==> src/shared/dbs_pkg.sv <==
package dbs_pkg;
   // Remaining-size codes on the size outputs
   localparam logic [1:0] SIZE_LONG = 2'h0;
   localparam logic [1:0] SIZE_BYTE = 2'h1;
   localparam logic [1:0] SIZE_WORD = 2'h2;
   localparam logic [1:0] SIZE_3BYTE = 2'h3;
   // Port acknowledge pair {hi, lo}, active-low levels as on the bus
   localparam logic [1:0] ACK_WAIT = 2'h3;
   localparam logic [1:0] ACK_PORT8 = 2'h2;
   localparam logic [1:0] ACK_PORT16 = 2'h1;
   localparam logic [1:0] ACK_PORT32 = 2'h0;
   // Operation kinds started by the table-search logic
   localparam logic [1:0] KIND_READ_LONG = 2'h0;
   localparam logic [1:0] KIND_WRITE_BYTE = 2'h1;
   localparam logic [1:0] KIND_RMW_BYTE = 2'h2;
   // Byte counts and offsets
   localparam logic [2:0] CNT_LONG = 3'h4;
   localparam logic [2:0] CNT_BYTE = 3'h1;
   localparam logic [2:0] CNT_PAIR = 3'h2;
   localparam logic [1:0] OFS_ALIGNED = 2'h0;
   localparam int LANES = 4;
   // Bus cycle sequencer states
   typedef enum logic [2:0] {
      ST_IDLE = 3'b001,
      ST_CYCLE = 3'b010,
      ST_GAP = 3'b100
   } dbs_state_t;
endpackage

==> src/dbs_sizer.sv <==
`timescale 1ns/100ps
module dbs_sizer (
   input wire logic ref_clk,
   input wire logic rst_b,
   input wire logic op_start,
   input wire logic [1:0] op_kind,
   input wire logic [31:0] op_addr,
   input wire logic [7:0] op_wdata,
   output logic op_busy,
   output logic op_done,
   output logic [31:0] op_rdata,
   output logic bus_strobe,
   output logic bus_write,
   output logic bus_lock,
   output logic [29:0] bus_base,
   output logic remaining_size_hi,
   output logic remaining_size_lo,
   output logic byte_offset_hi,
   output logic byte_offset_lo,
   output logic [31:0] data_out,
   output logic data_oe_b,
   input wire logic [31:0] data_in,
   input wire logic port_ack_hi_b,
   input wire logic port_ack_lo_b
);
   dbs_pkg::dbs_state_t state_r, state_nxt;
   logic [2:0] cnt_r;
   logic [1:0] ofs_r;
   logic [1:0] kind_r;
   logic [7:0] mask_r;
   logic [7:0] asm_r [4];
   logic [7:0] asm_nxt [4];
   logic busy_r, done_r, strobe_r, write_r, lock_r, oe_b_r;
   logic [29:0] base_r;
   logic [31:0] rdata_r, dout_r;

   // Bytes a completed cycle accepts, by port width and alignment
   function automatic logic [2:0] acc_bytes(input logic [1:0] ack,
                                            input logic [2:0] cnt,
                                            input logic [1:0] ofs);
      acc_bytes = 3'h0;
      case (ack)
         dbs_pkg::ACK_PORT32: acc_bytes = cnt;
         dbs_pkg::ACK_PORT16: begin
            if (ofs[0] || cnt == dbs_pkg::CNT_BYTE) begin
               acc_bytes = dbs_pkg::CNT_BYTE;
            end else begin
               acc_bytes = dbs_pkg::CNT_PAIR;
            end
         end
         dbs_pkg::ACK_PORT8: acc_bytes = dbs_pkg::CNT_BYTE;
         default: acc_bytes = 3'h0;
      endcase
   endfunction

   // One byte at its operand position, others zero
   function automatic logic [31:0] place_byte(input logic [7:0] b,
                                              input logic [1:0] ofs);
      place_byte = 32'h0;
      place_byte[{~ofs, 3'b000} +: 8] = b;
   endfunction

   // Acknowledge decode and cycle accounting
   wire logic [1:0] ack;
   wire logic ack_seen;
   wire logic [2:0] acc;
   wire logic last;
   wire logic rmw_turn;
   wire logic start_ok;
   wire logic [7:0] rmw_byte;
   assign ack = {port_ack_hi_b, port_ack_lo_b};
   assign ack_seen = (state_r == dbs_pkg::ST_CYCLE) &&
                     (ack != dbs_pkg::ACK_WAIT);
   assign acc = acc_bytes(ack, cnt_r, ofs_r);
   assign last = ack_seen && (cnt_r == acc);
   assign rmw_turn = last && (kind_r == dbs_pkg::KIND_RMW_BYTE) && !write_r;
   assign start_ok = (state_r == dbs_pkg::ST_IDLE) && op_start &&
                     (op_kind != 2'h3);
   assign rmw_byte = asm_nxt[ofs_r] | mask_r;

   // Read capture: each operand byte from the lane its port uses
   genvar k;
   for (k = 0; k < dbs_pkg::LANES; k++) begin : g_cap
      wire logic [1:0] lane;
      wire logic take;
      wire logic [2:0] upto;
      assign lane = (ack == dbs_pkg::ACK_PORT32) ? 2'(k) :
                    (ack == dbs_pkg::ACK_PORT16) ? {1'b0, 1'(k)} :
                    2'h0;
      assign upto = {1'b0, ofs_r} + acc;
      assign take = ack_seen && !write_r && (3'(k) >= {1'b0, ofs_r}) &&
                    (3'(k) < upto);
      assign asm_nxt[k] = take ? data_in[{~lane, 3'b000} +: 8] : asm_r[k];
      always_ff @(posedge ref_clk or negedge rst_b) begin
         if (!rst_b) begin
            asm_r[k] <= 8'h00;
         end else begin
            asm_r[k] <= asm_nxt[k];
         end
      end
   end

   // Write lane routing
   wire logic [1:0] mux_ofs;
   wire logic [31:0] mux_op;
   wire logic [31:0] mux_lanes;
   assign mux_ofs = (state_r == dbs_pkg::ST_IDLE) ? op_addr[1:0] : ofs_r;
   assign mux_op = (state_r == dbs_pkg::ST_IDLE) ?
                   place_byte(op_wdata, op_addr[1:0]) :
                   place_byte(rmw_byte, ofs_r);
   dbs_lane_mux u_mux (
      .offset(mux_ofs),
      .operand(mux_op),
      .lanes(mux_lanes)
   );

   // Sequencer next state
   always_comb begin
      state_nxt = state_r;
      case (state_r)
         dbs_pkg::ST_IDLE: begin
            if (start_ok) begin
               state_nxt = dbs_pkg::ST_CYCLE;
            end
         end
         dbs_pkg::ST_CYCLE: begin
            if (last && !rmw_turn) begin
               state_nxt = dbs_pkg::ST_IDLE;
            end else if (ack_seen) begin
               state_nxt = dbs_pkg::ST_GAP;
            end
         end
         dbs_pkg::ST_GAP: state_nxt = dbs_pkg::ST_CYCLE;
         default: state_nxt = dbs_pkg::ST_IDLE;
      endcase
   end

   // Operation setup and per-cycle accounting
   always_ff @(posedge ref_clk or negedge rst_b) begin
      if (!rst_b) begin
         state_r <= dbs_pkg::ST_IDLE;
         cnt_r <= dbs_pkg::CNT_LONG;
         ofs_r <= dbs_pkg::OFS_ALIGNED;
         kind_r <= dbs_pkg::KIND_READ_LONG;
         mask_r <= 8'h00;
         base_r <= 30'h0;
         write_r <= 1'b0;
         lock_r <= 1'b0;
      end else begin
         state_r <= state_nxt;
         if (start_ok) begin
            base_r <= op_addr[31:2];
            kind_r <= op_kind;
            mask_r <= op_wdata;
            write_r <= (op_kind == dbs_pkg::KIND_WRITE_BYTE);
            lock_r <= (op_kind == dbs_pkg::KIND_RMW_BYTE);
            if (op_kind == dbs_pkg::KIND_READ_LONG) begin
               cnt_r <= dbs_pkg::CNT_LONG;
               ofs_r <= dbs_pkg::OFS_ALIGNED;
            end else begin
               cnt_r <= dbs_pkg::CNT_BYTE;
               ofs_r <= op_addr[1:0];
            end
         end else if (rmw_turn) begin
            cnt_r <= dbs_pkg::CNT_BYTE;
            write_r <= 1'b1;
         end else if (ack_seen) begin
            cnt_r <= cnt_r - acc;
            ofs_r <= ofs_r + acc[1:0];
            if (last) begin
               lock_r <= 1'b0;
            end
         end
      end
   end

   // Bus strobe, data drive and completion
   always_ff @(posedge ref_clk or negedge rst_b) begin
      if (!rst_b) begin
         busy_r <= 1'b0;
         done_r <= 1'b0;
         strobe_r <= 1'b0;
         oe_b_r <= 1'b1;
         dout_r <= 32'h0;
         rdata_r <= 32'h0;
      end else begin
         done_r <= last && !rmw_turn;
         if (start_ok) begin
            busy_r <= 1'b1;
            strobe_r <= 1'b1;
            oe_b_r <= (op_kind != dbs_pkg::KIND_WRITE_BYTE);
            dout_r <= mux_lanes;
         end else if (state_r == dbs_pkg::ST_GAP) begin
            strobe_r <= 1'b1;
            oe_b_r <= !write_r;
         end else if (ack_seen) begin
            strobe_r <= 1'b0;
            oe_b_r <= 1'b1;
            if (rmw_turn) begin
               dout_r <= mux_lanes;
               rdata_r <= place_byte(asm_nxt[ofs_r], ofs_r);
            end else if (last) begin
               busy_r <= 1'b0;
               if (!write_r) begin
                  rdata_r <= {asm_nxt[0], asm_nxt[1], asm_nxt[2],
                              asm_nxt[3]};
               end
            end
         end
      end
   end

   // Outputs straight from flops
   assign op_busy = busy_r;
   assign op_done = done_r;
   assign op_rdata = rdata_r;
   assign bus_strobe = strobe_r;
   assign bus_write = write_r;
   assign bus_lock = lock_r;
   assign bus_base = base_r;
   assign remaining_size_hi = cnt_r[1];
   assign remaining_size_lo = cnt_r[0];
   assign byte_offset_hi = ofs_r[1];
   assign byte_offset_lo = ofs_r[0];
   assign data_out = dout_r;
   assign data_oe_b = oe_b_r;

   // Checks
   wire logic [1:0] size_w;
   assign size_w = {remaining_size_hi, remaining_size_lo};
endmodule // dbs_sizer

==> src/dbs_lane_mux.sv <==
`timescale 1ns/100ps
module dbs_lane_mux (
   input wire logic [1:0] offset,
   input wire logic [31:0] operand,
   output logic [31:0] lanes
);
   // Source operand byte for a lane, lane 0 being the top lane
   function automatic logic [1:0] src_byte(input logic [1:0] lane,
                                           input logic [1:0] ofs);
      logic [2:0] span;
      logic [2:0] sum;
      span = 3'h4 - {1'b0, ofs};
      sum = {1'b0, ofs} + ({1'b0, lane} % span);
      if (lane >= ofs) begin
         src_byte = lane;
      end else begin
         src_byte = sum[1:0];
      end
   endfunction

   // Route operand bytes onto the four lanes
   genvar g;
   for (g = 0; g < dbs_pkg::LANES; g++) begin : g_lane
      wire logic [1:0] src;
      assign src = src_byte(2'(g), offset);
      assign lanes[31 - 8 * g -: 8] = operand[{~src, 3'b000} +: 8];
   end
endmodule // dbs_lane_mux

==> config.mk <==
export PLATFORM = sky130hd
export DESIGN_NAME = dbs_sizer
export DESIGN_NICKNAME = d
export VERILOG_FILES = /design/src/shared/dbs_pkg.sv /design/src/dbs_sizer.sv /design/src/dbs_lane_mux.sv
export SDC_FILE = /design/constraint.sdc
export NUM_CORES = 1
export LEC_CHECK = 0
export BUFFER_PORTS_ARGS = -buffer_cell sky130_fd_sc_hd__buf_4
export CORE_UTILIZATION = 40
export DETAILED_ROUTE_END_ITERATION = 6
export GPL_TIMING_DRIVEN = 0
export HOLD_SLACK_MARGIN = 0.12
export PLACE_DENSITY = 0.67
export SYNTH_ARGS = -nofsm -noshare
export SYNTH_HDL_FRONTEND = slang
export SYNTH_SLANG_ARGS = --single-unit
==> constraint.sdc <==
create_clock -name ref_clk -period 11.1 [get_ports ref_clk]
set_input_delay 1.665 -clock ref_clk [delete_from_list [all_inputs] [get_ports ref_clk]]
set_output_delay 1.665 -clock ref_clk [all_outputs]
set_load 0.005 [all_outputs]
## Yosys cells after proc, flatten, opt, wreduce, memory -nomap -nowiden

Index checks and enable logic that the tools add are counted.

- Bits in registers: 150
- Logic and storage cells: 176
- Input port bits: 79
- Output and inout port bits: 104

- Reductions and logical operators: 32
- $add $sub $neg: 10
- Magnitude comparators: 12
- Multiplexer cells: 54
- Shifts and indexed selects: 12
- Equal/unequal tests: 18
- Bitwise logic cells: 16
- Divide/modulo/power cells: 4

Operators with widths:

| operator | count |
|---|---|
| $mux W32 | 8 |
| $shiftx A32 B6 Y8 | 7 |
| $and A32 B32 Y32 | 3 |
| $shiftx A8 B7 Y32 | 3 |
| $shift A8 B7 Y32 const A | 2 |
| $mux W8 | 6 |
| $mux W2 | 13 |
| $mux W3 | 7 |
| $not A2 Y2 | 9 |
| $pmux W3 S3 | 2 |
| $mux W1 | 17 |
| $bmux W8 S2 | 1 |
| $logic_and A1 B1 Y1 | 15 |
| $neg A5 Y7 | 2 |
| $add A2 B2 Y2 | 5 |
| $ge A1 B2 Y1 const A | 4 |
| $ne A2 B2 Y1 const B | 4 |
| $or A8 B8 Y8 | 1 |
| $reduce_bool A2 Y1 | 4 |
| $eq A2 B2 Y1 const B | 3 |
| $eq A3 B1 Y1 const B | 2 |
| $ge A2 B2 Y1 const A | 3 |
| $lt A1 B3 Y1 const A | 2 |
| $lt A2 B3 Y1 const A | 2 |
| 23 further kinds | 33 |

## Longest topological paths before layout

Gate-level depths: netlist of run 1.

- Depth after elaboration: 20
- Depth in mapped cells: 19
- Mapped depth without buffers: 15

## Cells and area by module

From an unflattened synthesis of run 1, not the netlist that was laid out.

- Cells, all modules: 821
- Area total of the unflattened synthesis: 8186.6 µm²

Modules (own cells, without submodules):

| module | sequential area each (µm²) | area an instance (µm²) | cells an instance | instances |
|---|---|---|---|---|
| dbs_sizer | 3757.4 | 7414.6 | 755 | 1 |
| dbs_lane_mux | 0.0 | 772.0 | 66 | 1 |

## Least setup slack after synthesis of run 1

No wires, ideal clock.

- Kind: input to register
- From: in port_ack_hi_b
- To: reg dout_r[31], in the netlist data_out[31]
- Slack: 5.778 ns
- Library setup time: 0.120 ns
- Path buffers: 5
- Data arrival time: 5.201 ns
- Data required time: 10.980 ns
- Stages on the path: 18
- Cells stage by stage: clkbuf_1 clkbuf_1 buf_2 nor2_1 o22ai_1 ha_1 inv_1 fa_1 inv_1 nand2_1 a211o_1 clkbuf_1 a211o_1 and4_1 buf_2 o21ai_1 nand3b_1 a31o_2

- Longest elaborated chain between the ends: 18
- Elaborated cells between the ends (all ways): 52
- Classes of those cells: add/sub: 1; order compare: 4; eq/ne: 4; shift: 5; mux: 17; bitwise: 5; reduce/logical: 16

RTL lines:

| element | RTL line | RTL |
|---|---|---|
| start: declaration | dbs_sizer.sv:23 | `input wire logic port_ack_hi_b,` |
| $eq A2 B2 Y1 (tied with other cells) | dbs_sizer.sv:42 | `case (ack)` |
| $pmux W3 S3 (tied with other cells) | dbs_sizer.sv:42 |  |
| $add A2 B3 Y3 (tied with other cells) | dbs_sizer.sv:90 | `assign upto = {1'b0, ofs_r} + acc;` |
| $lt A2 B3 Y1 (tied with other cells) | dbs_sizer.sv:92 | `(3'(k) < upto);` |
| $logic_and A1 B1 Y1 / $shiftx A32 B6 Y8 (equally long branches) | dbs_sizer.sv:91, dbs_sizer.sv:93 |  |
| $mux W8 | dbs_sizer.sv:93 | `assign asm_nxt[k] = take ? data_in[{~lane, 3'b000} +: 8] : asm_r[k];` |
| $bmux W8 S2 | dbs_sizer.sv:79 | `assign rmw_byte = asm_nxt[ofs_r] \| mask_r;` |
| $mux W8 (implied by the code) (2 in a row) | dbs_sizer.sv:79 |  |
| $or A8 B8 Y8 | dbs_sizer.sv:79 |  |
| $shiftx A8 B7 Y32 | dbs_sizer.sv:60 | `place_byte[{~ofs, 3'b000} +: 8] = b;` |
| $and A32 B32 Y32 (no line) | -- |  |
| $mux W32 | dbs_sizer.sv:108 | `assign mux_op = (state_r == dbs_pkg::ST_IDLE) ?` |
| $shiftx A32 B6 Y8 | dbs_lane_mux.sv:26 | `assign lanes[31 - 8 * g -: 8] = operand[{~src, 3'b000} +: 8];` |
| $mux W32 | dbs_sizer.sv:199 | `if (rmw_turn) begin` |
| $mux W32 | dbs_sizer.sv:196 | `end else if (ack_seen) begin` |
| $mux W32 | dbs_sizer.sv:193 | `end else if (state_r == dbs_pkg::ST_GAP) begin` |
| $mux W32 | dbs_sizer.sv:188 | `if (start_ok) begin` |
| end signal: assignment | dbs_sizer.sv:192 | `dout_r <= mux_lanes;` |
| end signal: assignment | dbs_sizer.sv:200 | `dout_r <= mux_lanes;` |
| end: declaration | dbs_sizer.sv:35 | `logic [31:0] rdata_r, dout_r;` |

Several ways; a longest one is shown, not always the timed one. The select of a mux whose other input is x is not followed.
A chain may end at the register's enable or synchronous reset.

## Final worst setup path of run 1

Same ends and word-level chain as after synthesis.

==> results.py, run 1 <==
metrics = {
    "pwr": {
        "pwr-share-clk_pct": 19.7,
        "swShare_pct": 42.6,
        "switchingPower_mw": 1.23,
        "pwr-share-seq_pct": 31.9,
        "p_int_mw": 1.66,
        "p_leak_nw": 5.05,
        "power_mw": 2.90,
        "power.density_nw_per_um2": 273,
        "ir_drop_mv": 0.149,
        "power_frac_comb_pct": 48.4,
    },
    "finish": {
        "final_common_cell": "nand2_1",
        "layout.cells.non_filler": 1423,
        "layout.cells.most_common_list": "nand2_1 (223), buf_4 (184), dfrtp_1 (147)",
        "drive_gt1_share_pct": 22.4,
        "layout.nets": 1234,
        "final_util_pct": 52.3,
        "diodes": 0,
        "nFillCells": 1934,
        "fin_area_um2": 10600,
        "area_growth_pct": 27.7,
    },
    "placement": {
        "pre_cts_ws_ns": 5.11,
        "routabilityCongestion": 0.932,
        "hpwlAfterDp_mm": 20.2,
        "io_buffers": 179,
        "place_inst": 1389,
        "placed_cell_area_um2": 10000,
    },
    "critical_path": {
        "critical_path.max_stage_delay_ns": 0.46,
        "cpMostUsedCell": "clkbuf_1",
        "end_kind": "flop",
        "path_cells": "clkbuf_1 -> clkbuf_1 -> buf_2 -> nor2_1 -> o22ai_1 -> ha_1 -> inv_1 -> fa_1 -> inv_1 -> nand2_1 -> a211o_1 -> clkbuf_1 -> a211o_1 -> and4_1 -> buf_2 -> o21ai_1 -> nand3b_1 -> a31o_2",
        "path_delay_family": "buffers and inverters",
        "cp_data_required_time_ns": 11.42,
        "regToRegSetupSlack_ns": 6.91,
        "critPathBufInv": 7,
        "crit_slowest_cell": "a211o_1",
        "crit_type": "input pin to flop",
        "path_max_fanout": 10,
        "crit_path_start_kind": "input pin",
        "arrival_ns": 5.94,
    },
    "clocking": {
        "clk_path_buf_depth": 2,
        "cts_tree": "done",
        "path_clk_slew_ns": 0.07,
        "cts-root-buf": "clkbuf_16",
        "clock_latency_ns": 0.43,
        "cts_sinks": 150,
        "postCtsHoldBufs": 0,
        "cts_buffers": 17,
        "post-cts-setup-buffer-count": 0,
        "h-tree-depth": 4,
        "cts_resized": 0,
    },
    "synth": {
        "synth_ff_type": "dfrtp_1",
        "synth_edf_count": 0,
        "synthAdderAreaFrac_pct": 2.44,
        "syn_avg_cell_area_um2": 8.86,
        "yosys_warnings": 0,
        "netlist_area_um2": 8320,
        "ys_seq_elements": 150,
        "synth-xor-area-share_pct": 0.511,
        "synth_top_family_by_area": "compound AO/OA/AOI/OAI gates",
        "synth-simple-area-share_pct": 19.5,
        "synth-compound-area-share_pct": 22.5,
        "synthMuxAreaShare_pct": 6.02,
        "yosysUniqueCellTypes": 64,
        "synth_seq_area_share_pct": 45.2,
        "syn_inst": 939,
        "async_reset_ff_share_pct": 100,
        "syn-num-nets": 1033,
    },
    "timing": {
        "slew_violations": 0,
        "skew_ns": 0.0110,
        "post-route-min-period_ns": 5.61,
        "fin_crit_sh_pct": 50.6,
        "fin_tns_setup_ns": 0,
        "maxSlewHeadroom_pct": 17.1,
        "setup_viol": 0,
        "rsz0062_at_grt": "no",
        "finalHoldViolCount": 0,
        "fin_ws_ns": 5.49,
        "tightest_slew_ns": 1.23,
        "whs_ns": 0.477,
        "fmax_mhz": 178,
    },
    "drt": {
        "drt-total-wl_mm": 27.8,
        "drtPass1Iterations": 6,
        "viasPerCell": 5.69,
        "wl_per_cell_um": 19.5,
        "drc": 0,
        "postRouteAntennaNets": 0,
        "vias": 8098,
        "drt-initial-drc-count": 676,
    },
    "floorplanning": {
        "dieArea_um2": 21400,
        "die_h_um": 146,
        "row_count": 52,
        "die_x_um": 146,
        "design.core.area_um2": 20300,
        "io_pins": 183,
        "start_util_pct": 41.0,
    },
    "global_route": {
        "grt_max_degree": 92,
        "grt.total_usage_pct": 26.2,
        "grt_first_pass_wirelength_mm": 43.5,
        "grt_pass1_vias": 7806,
        "grt-ovfl-total": 0,
        "antenna_found_initial": 0,
    },
    "worst_hold_path": {
        "hold_class": "flop to flop",
    },
    "run": {
        "drv_cap": 0,
    },
    "outcome": {
        "run_status": "finished, final reports clean",
    },
}
power groups by stage:
stage	clock network [mW]	registers, mW	logic, mW
2_1_floorplan	0	0.904	0.809
3_3_place_gp	0	0.923	1.36
3_5_place_dp	0	0.927	1.38
4_1_cts	0.578	0.921	1.38
5_1_grt	0.600	0.950	1.53
6_report	0.571	0.922	1.40
area by class of cell:
cell class | instances | area, um2 | share of cell area (%)
Sequential cell | 150 | 3760 | 35.4
Timing Repair Buffer | 182 | 1390 | 13.0
Tap cell | 270 | 338 | 3.18
Inverter | 10 | 37.5 | 0.353
Multi-Input combinational cell | 716 | 4240 | 39.9
Clock inverter | 14 | 146 | 1.38
Clock buffer | 18 | 429 | 4.04
Buffer | 63 | 287 | 2.70
sequential cells by signal, summed over array words and instances, names as in the netlist:
| name | flops |
|---|---|
| asm_r | 32 |
| bus_base | 30 |
| bus_lock | 1 |
| bus_strobe | 1 |
| bus_write | 1 |
| cnt_r | 3 |
| data_oe_b | 1 |
| data_out | 32 |
| kind_r | 2 |
| mask_r | 8 |
| ofs_r | 2 |
| op_busy | 1 |
| op_done | 1 |
| op_rdata | 32 |
| state_r | 3 |
worst paths after layout:
check / startpoint / depth (start not counted) / end
hold reg to reg: bus_base[11]$_DFFE_PN0P_ / 2 / bus_base[11]$_DFFE_PN0P_
setup / recovery: port_ack_hi_b / 18 / data_out[31]$_DFFE_PN0P_
setup reg to reg: ofs_r[0]$_DFFE_PN0P_ / 15 / data_out[31]$_DFFE_PN0P_
max in group asynchronous: rst_b / 2 / op_rdata[3]$_DFFE_PN0P_
hold / removal: bus_base[11]$_DFFE_PN0P_ / 2 / bus_base[11]$_DFFE_PN0P_
min in group asynchronous: rst_b / 1 / bus_base[19]$_DFFE_PN0P_
per-layer routing:
layer / wire length (um) / vias to the layer above / GRT usage (%)
met5: 0 / - / 0
met4: 770 / 0 / 9.22
met3: 1990 / 59 / 5.13
met2: 13200 / 384 / 42.9
met1: 11800 / 3887 / 34.4
li1: - / 3768 / -
tightest hold or removal path, stage by stage, from the launching register on:
cell	delay, ns
dfrtp_1	0.34
nand2_1	0.05
nand2_1	0.05
cells by family after synthesis:
family	Yosys count
multiplexers	48
AND/OR/NAND/NOR	376
adder cells (fa/ha/maj)	15
AO/OA/AOI/OAI	273
flip-flops	150
XOR/XNOR	4
buffers and inverters	73
cells in the mapped netlist, types with 9 or more instances:
cell type | instances | area share, %
a211o_1 | 24 | 2.5
a211oi_1 | 12 | 1.1
a21o_1 | 24 | 2.2
a21oi_1 | 40 | 2.4
a22oi_1 | 34 | 3.1
a31oi_1 | 11 | 0.83
and3_1 | 11 | 0.83
clkbuf_1 | 48 | 2.2
dfrtp_1 | 147 | 44
ha_1 | 13 | 2.0
inv_1 | 10 | 0.45
mux2_2 | 15 | 2.0
mux2i_1 | 32 | 3.9
nand2_1 | 223 | 10
nand2b_1 | 10 | 0.75
nor2_1 | 81 | 3.7
nor3_1 | 11 | 0.66
o21ai_0 | 61 | 3.7
or3_1 | 9 | 0.68
(Power assumes the default switching activity.)
==> run 2, diff against run 1 <==
- PLACE_DENSITY: 0.67 -> 0.69
- clock period: 11.1 -> 4.7 ns (I/O delays scaled with it)
==> results.py, run 2 (synthesized netlist as in run 1, its figures left out) <==
metrics = {
    "outcome": {
        "run_status": "finished, final reports clean",
    },
    "pwr": {
        "power.density_nw_per_um2": 647,
        "p_leak_nw": 5.07,
        "power_mw": 6.90,
        "ir_drop_mv": 0.350,
    },
    "floorplanning": {
        "design.core.area_um2": 20300,
        "die_h_um": 146,
        "dieArea_um2": 21400,
        "start_util_pct": 41.0,
        "die_x_um": 146,
        "row_count": 52,
        "io_pins": 183,
    },
    "finish": {
        "diodes": 0,
        "drive_gt1_share_pct": 22.7,
        "final_util_pct": 52.5,
        "layout.nets": 1233,
        "layout.cells.most_common_list": "nand2_1 (223), buf_4 (184), dfrtp_1 (147)",
        "area_growth_pct": 28.2,
        "final_common_cell": "nand2_1",
    },
    "drt": {
        "viasPerCell": 5.67,
        "postRouteAntennaNets": 0,
        "wl_per_cell_um": 19.3,
        "drt-initial-drc-count": 630,
        "drt-total-wl_mm": 27.4,
        "drtPass1Iterations": 7,
        "vias": 8062,
        "drc": 0,
    },
    "clocking": {
        "cts_tree": "done",
        "h-tree-depth": 4,
        "postCtsHoldBufs": 0,
        "cts-root-buf": "clkbuf_16",
        "path_clk_slew_ns": 0.06,
        "cts_buffers": 17,
        "post-cts-setup-buffer-count": 0,
        "cts_resized": 0,
        "clk_path_buf_depth": 2,
        "cts_sinks": 150,
        "clock_latency_ns": 0.43,
    },
    "worst_hold_path": {
        "hold_class": "input pin to async pin",
    },
    "placement": {
        "routabilityCongestion": 0.954,
        "io_buffers": 179,
        "pre_cts_ws_ns": -0.329,
        "hpwlAfterDp_mm": 20.1,
    },
    "timing": {
        "post-route-min-period_ns": 4.42,
        "fin_crit_sh_pct": 94.1,
        "whs_ns": 0.263,
        "skew_ns": 0.00933,
        "finalHoldViolCount": 0,
        "fmax_mhz": 226,
        "maxSlewHeadroom_pct": 11.3,
        "setup_viol": 0,
        "rsz0062_at_grt": "no",
        "fin_ws_ns": 0.276,
        "tightest_slew_ns": 1.32,
        "slew_violations": 0,
    },
    "global_route": {
        "grt-ovfl-total": 0,
        "grt_max_degree": 88,
        "grt.total_usage_pct": 26.2,
        "grt_pass1_vias": 7919,
        "grt_first_pass_wirelength_mm": 43.5,
        "antenna_found_initial": 0,
    },
    "critical_path": {
        "arrival_ns": 4.74,
        "end_kind": "flop",
        "crit_type": "input pin to flop",
        "cp_data_required_time_ns": 5.02,
        "crit_path_start_kind": "input pin",
        "path_max_fanout": 10,
    },
    "run": {
        "drv_cap": 0,
    },
}
-- run 2: layer usage --
metal	GRT usage, %	vias up	share of wire [%]
met3	6.59	67	8.6
met2	41.2	386	46
li1	-	3776	-
met1	34.3	3833	42
met5	0	-	0
met4	10.9	0	3.1
-- run 2: path summary, 6_finish.rpt --
path / slack (ns) / startpoint / depth (start not counted) / to
worst max-delay path: 0.28 / port_ack_hi_b / 18 / data_out[31]$_DFFE_PN0P_
worst min-delay path: 0.26 / rst_b / 1 / bus_base[10]$_DFFE_PN0P_
worst max register to register: 0.63 / cnt_r[2]$_DFFE_PN1P_ / 17 / data_out[31]$_DFFE_PN0P_
worst min register to register: 0.47 / bus_base[20]$_DFFE_PN0P_ / 2 / bus_base[20]$_DFFE_PN0P_
max in group asynchronous: 3.56 / rst_b / 2 / cnt_r[2]$_DFFE_PN1P_
min in group ref_clk: 0.46 / op_addr[30] / 3 / bus_base[28]$_DFFE_PN0P_
-- run 2: worst max-delay path, stage by stage --
cell      delay (ns)
clkbuf_1        0.25
clkbuf_2        0.27
buf_2           0.27
nor2_1          0.07
o22ai_1         0.21
ha_1            0.19
inv_1           0.05
fa_1            0.46
inv_1           0.11
nand2_1         0.21
a211o_1         0.45
clkbuf_2        0.24
a211o_1         0.32
and4_1          0.19
buf_2           0.18
o21ai_2         0.20
nand3b_1        0.12
a31o_2          0.25
-- run 2: layout make-up --
class / count / area (um2)
clock inverter: 12 / 143
fill: 1945 / 9640
inverter: 10 / 37.5
multi-input combinational: 716 / 4260
tap: 270 / 338
buffer: 63 / 289
timing repair buffer: 181 / 1380
clock buffer: 20 / 457
sequential: 150 / 3760
-- run 2: power by group --
part           internal, mW  switching (mW)
Combinational          1.38            1.94
Sequential             1.81           0.372
Clock                 0.819           0.580
Total                  4.01            2.89
-- run 2: metrics by stage --
step / cell area (um2) / setup TNS, ns / std cells
5_1_grt: 10700 / 0 / 1422
3_3_place_gp: 10000 / -1.96 / 1388
3_5_place_dp: 10000 / -3.27 / 1389
2_1_floorplan: 8320 / 0 / 939
6_report: 10700 / 0 / 1422
4_1_cts: 10600 / 0 / 1421
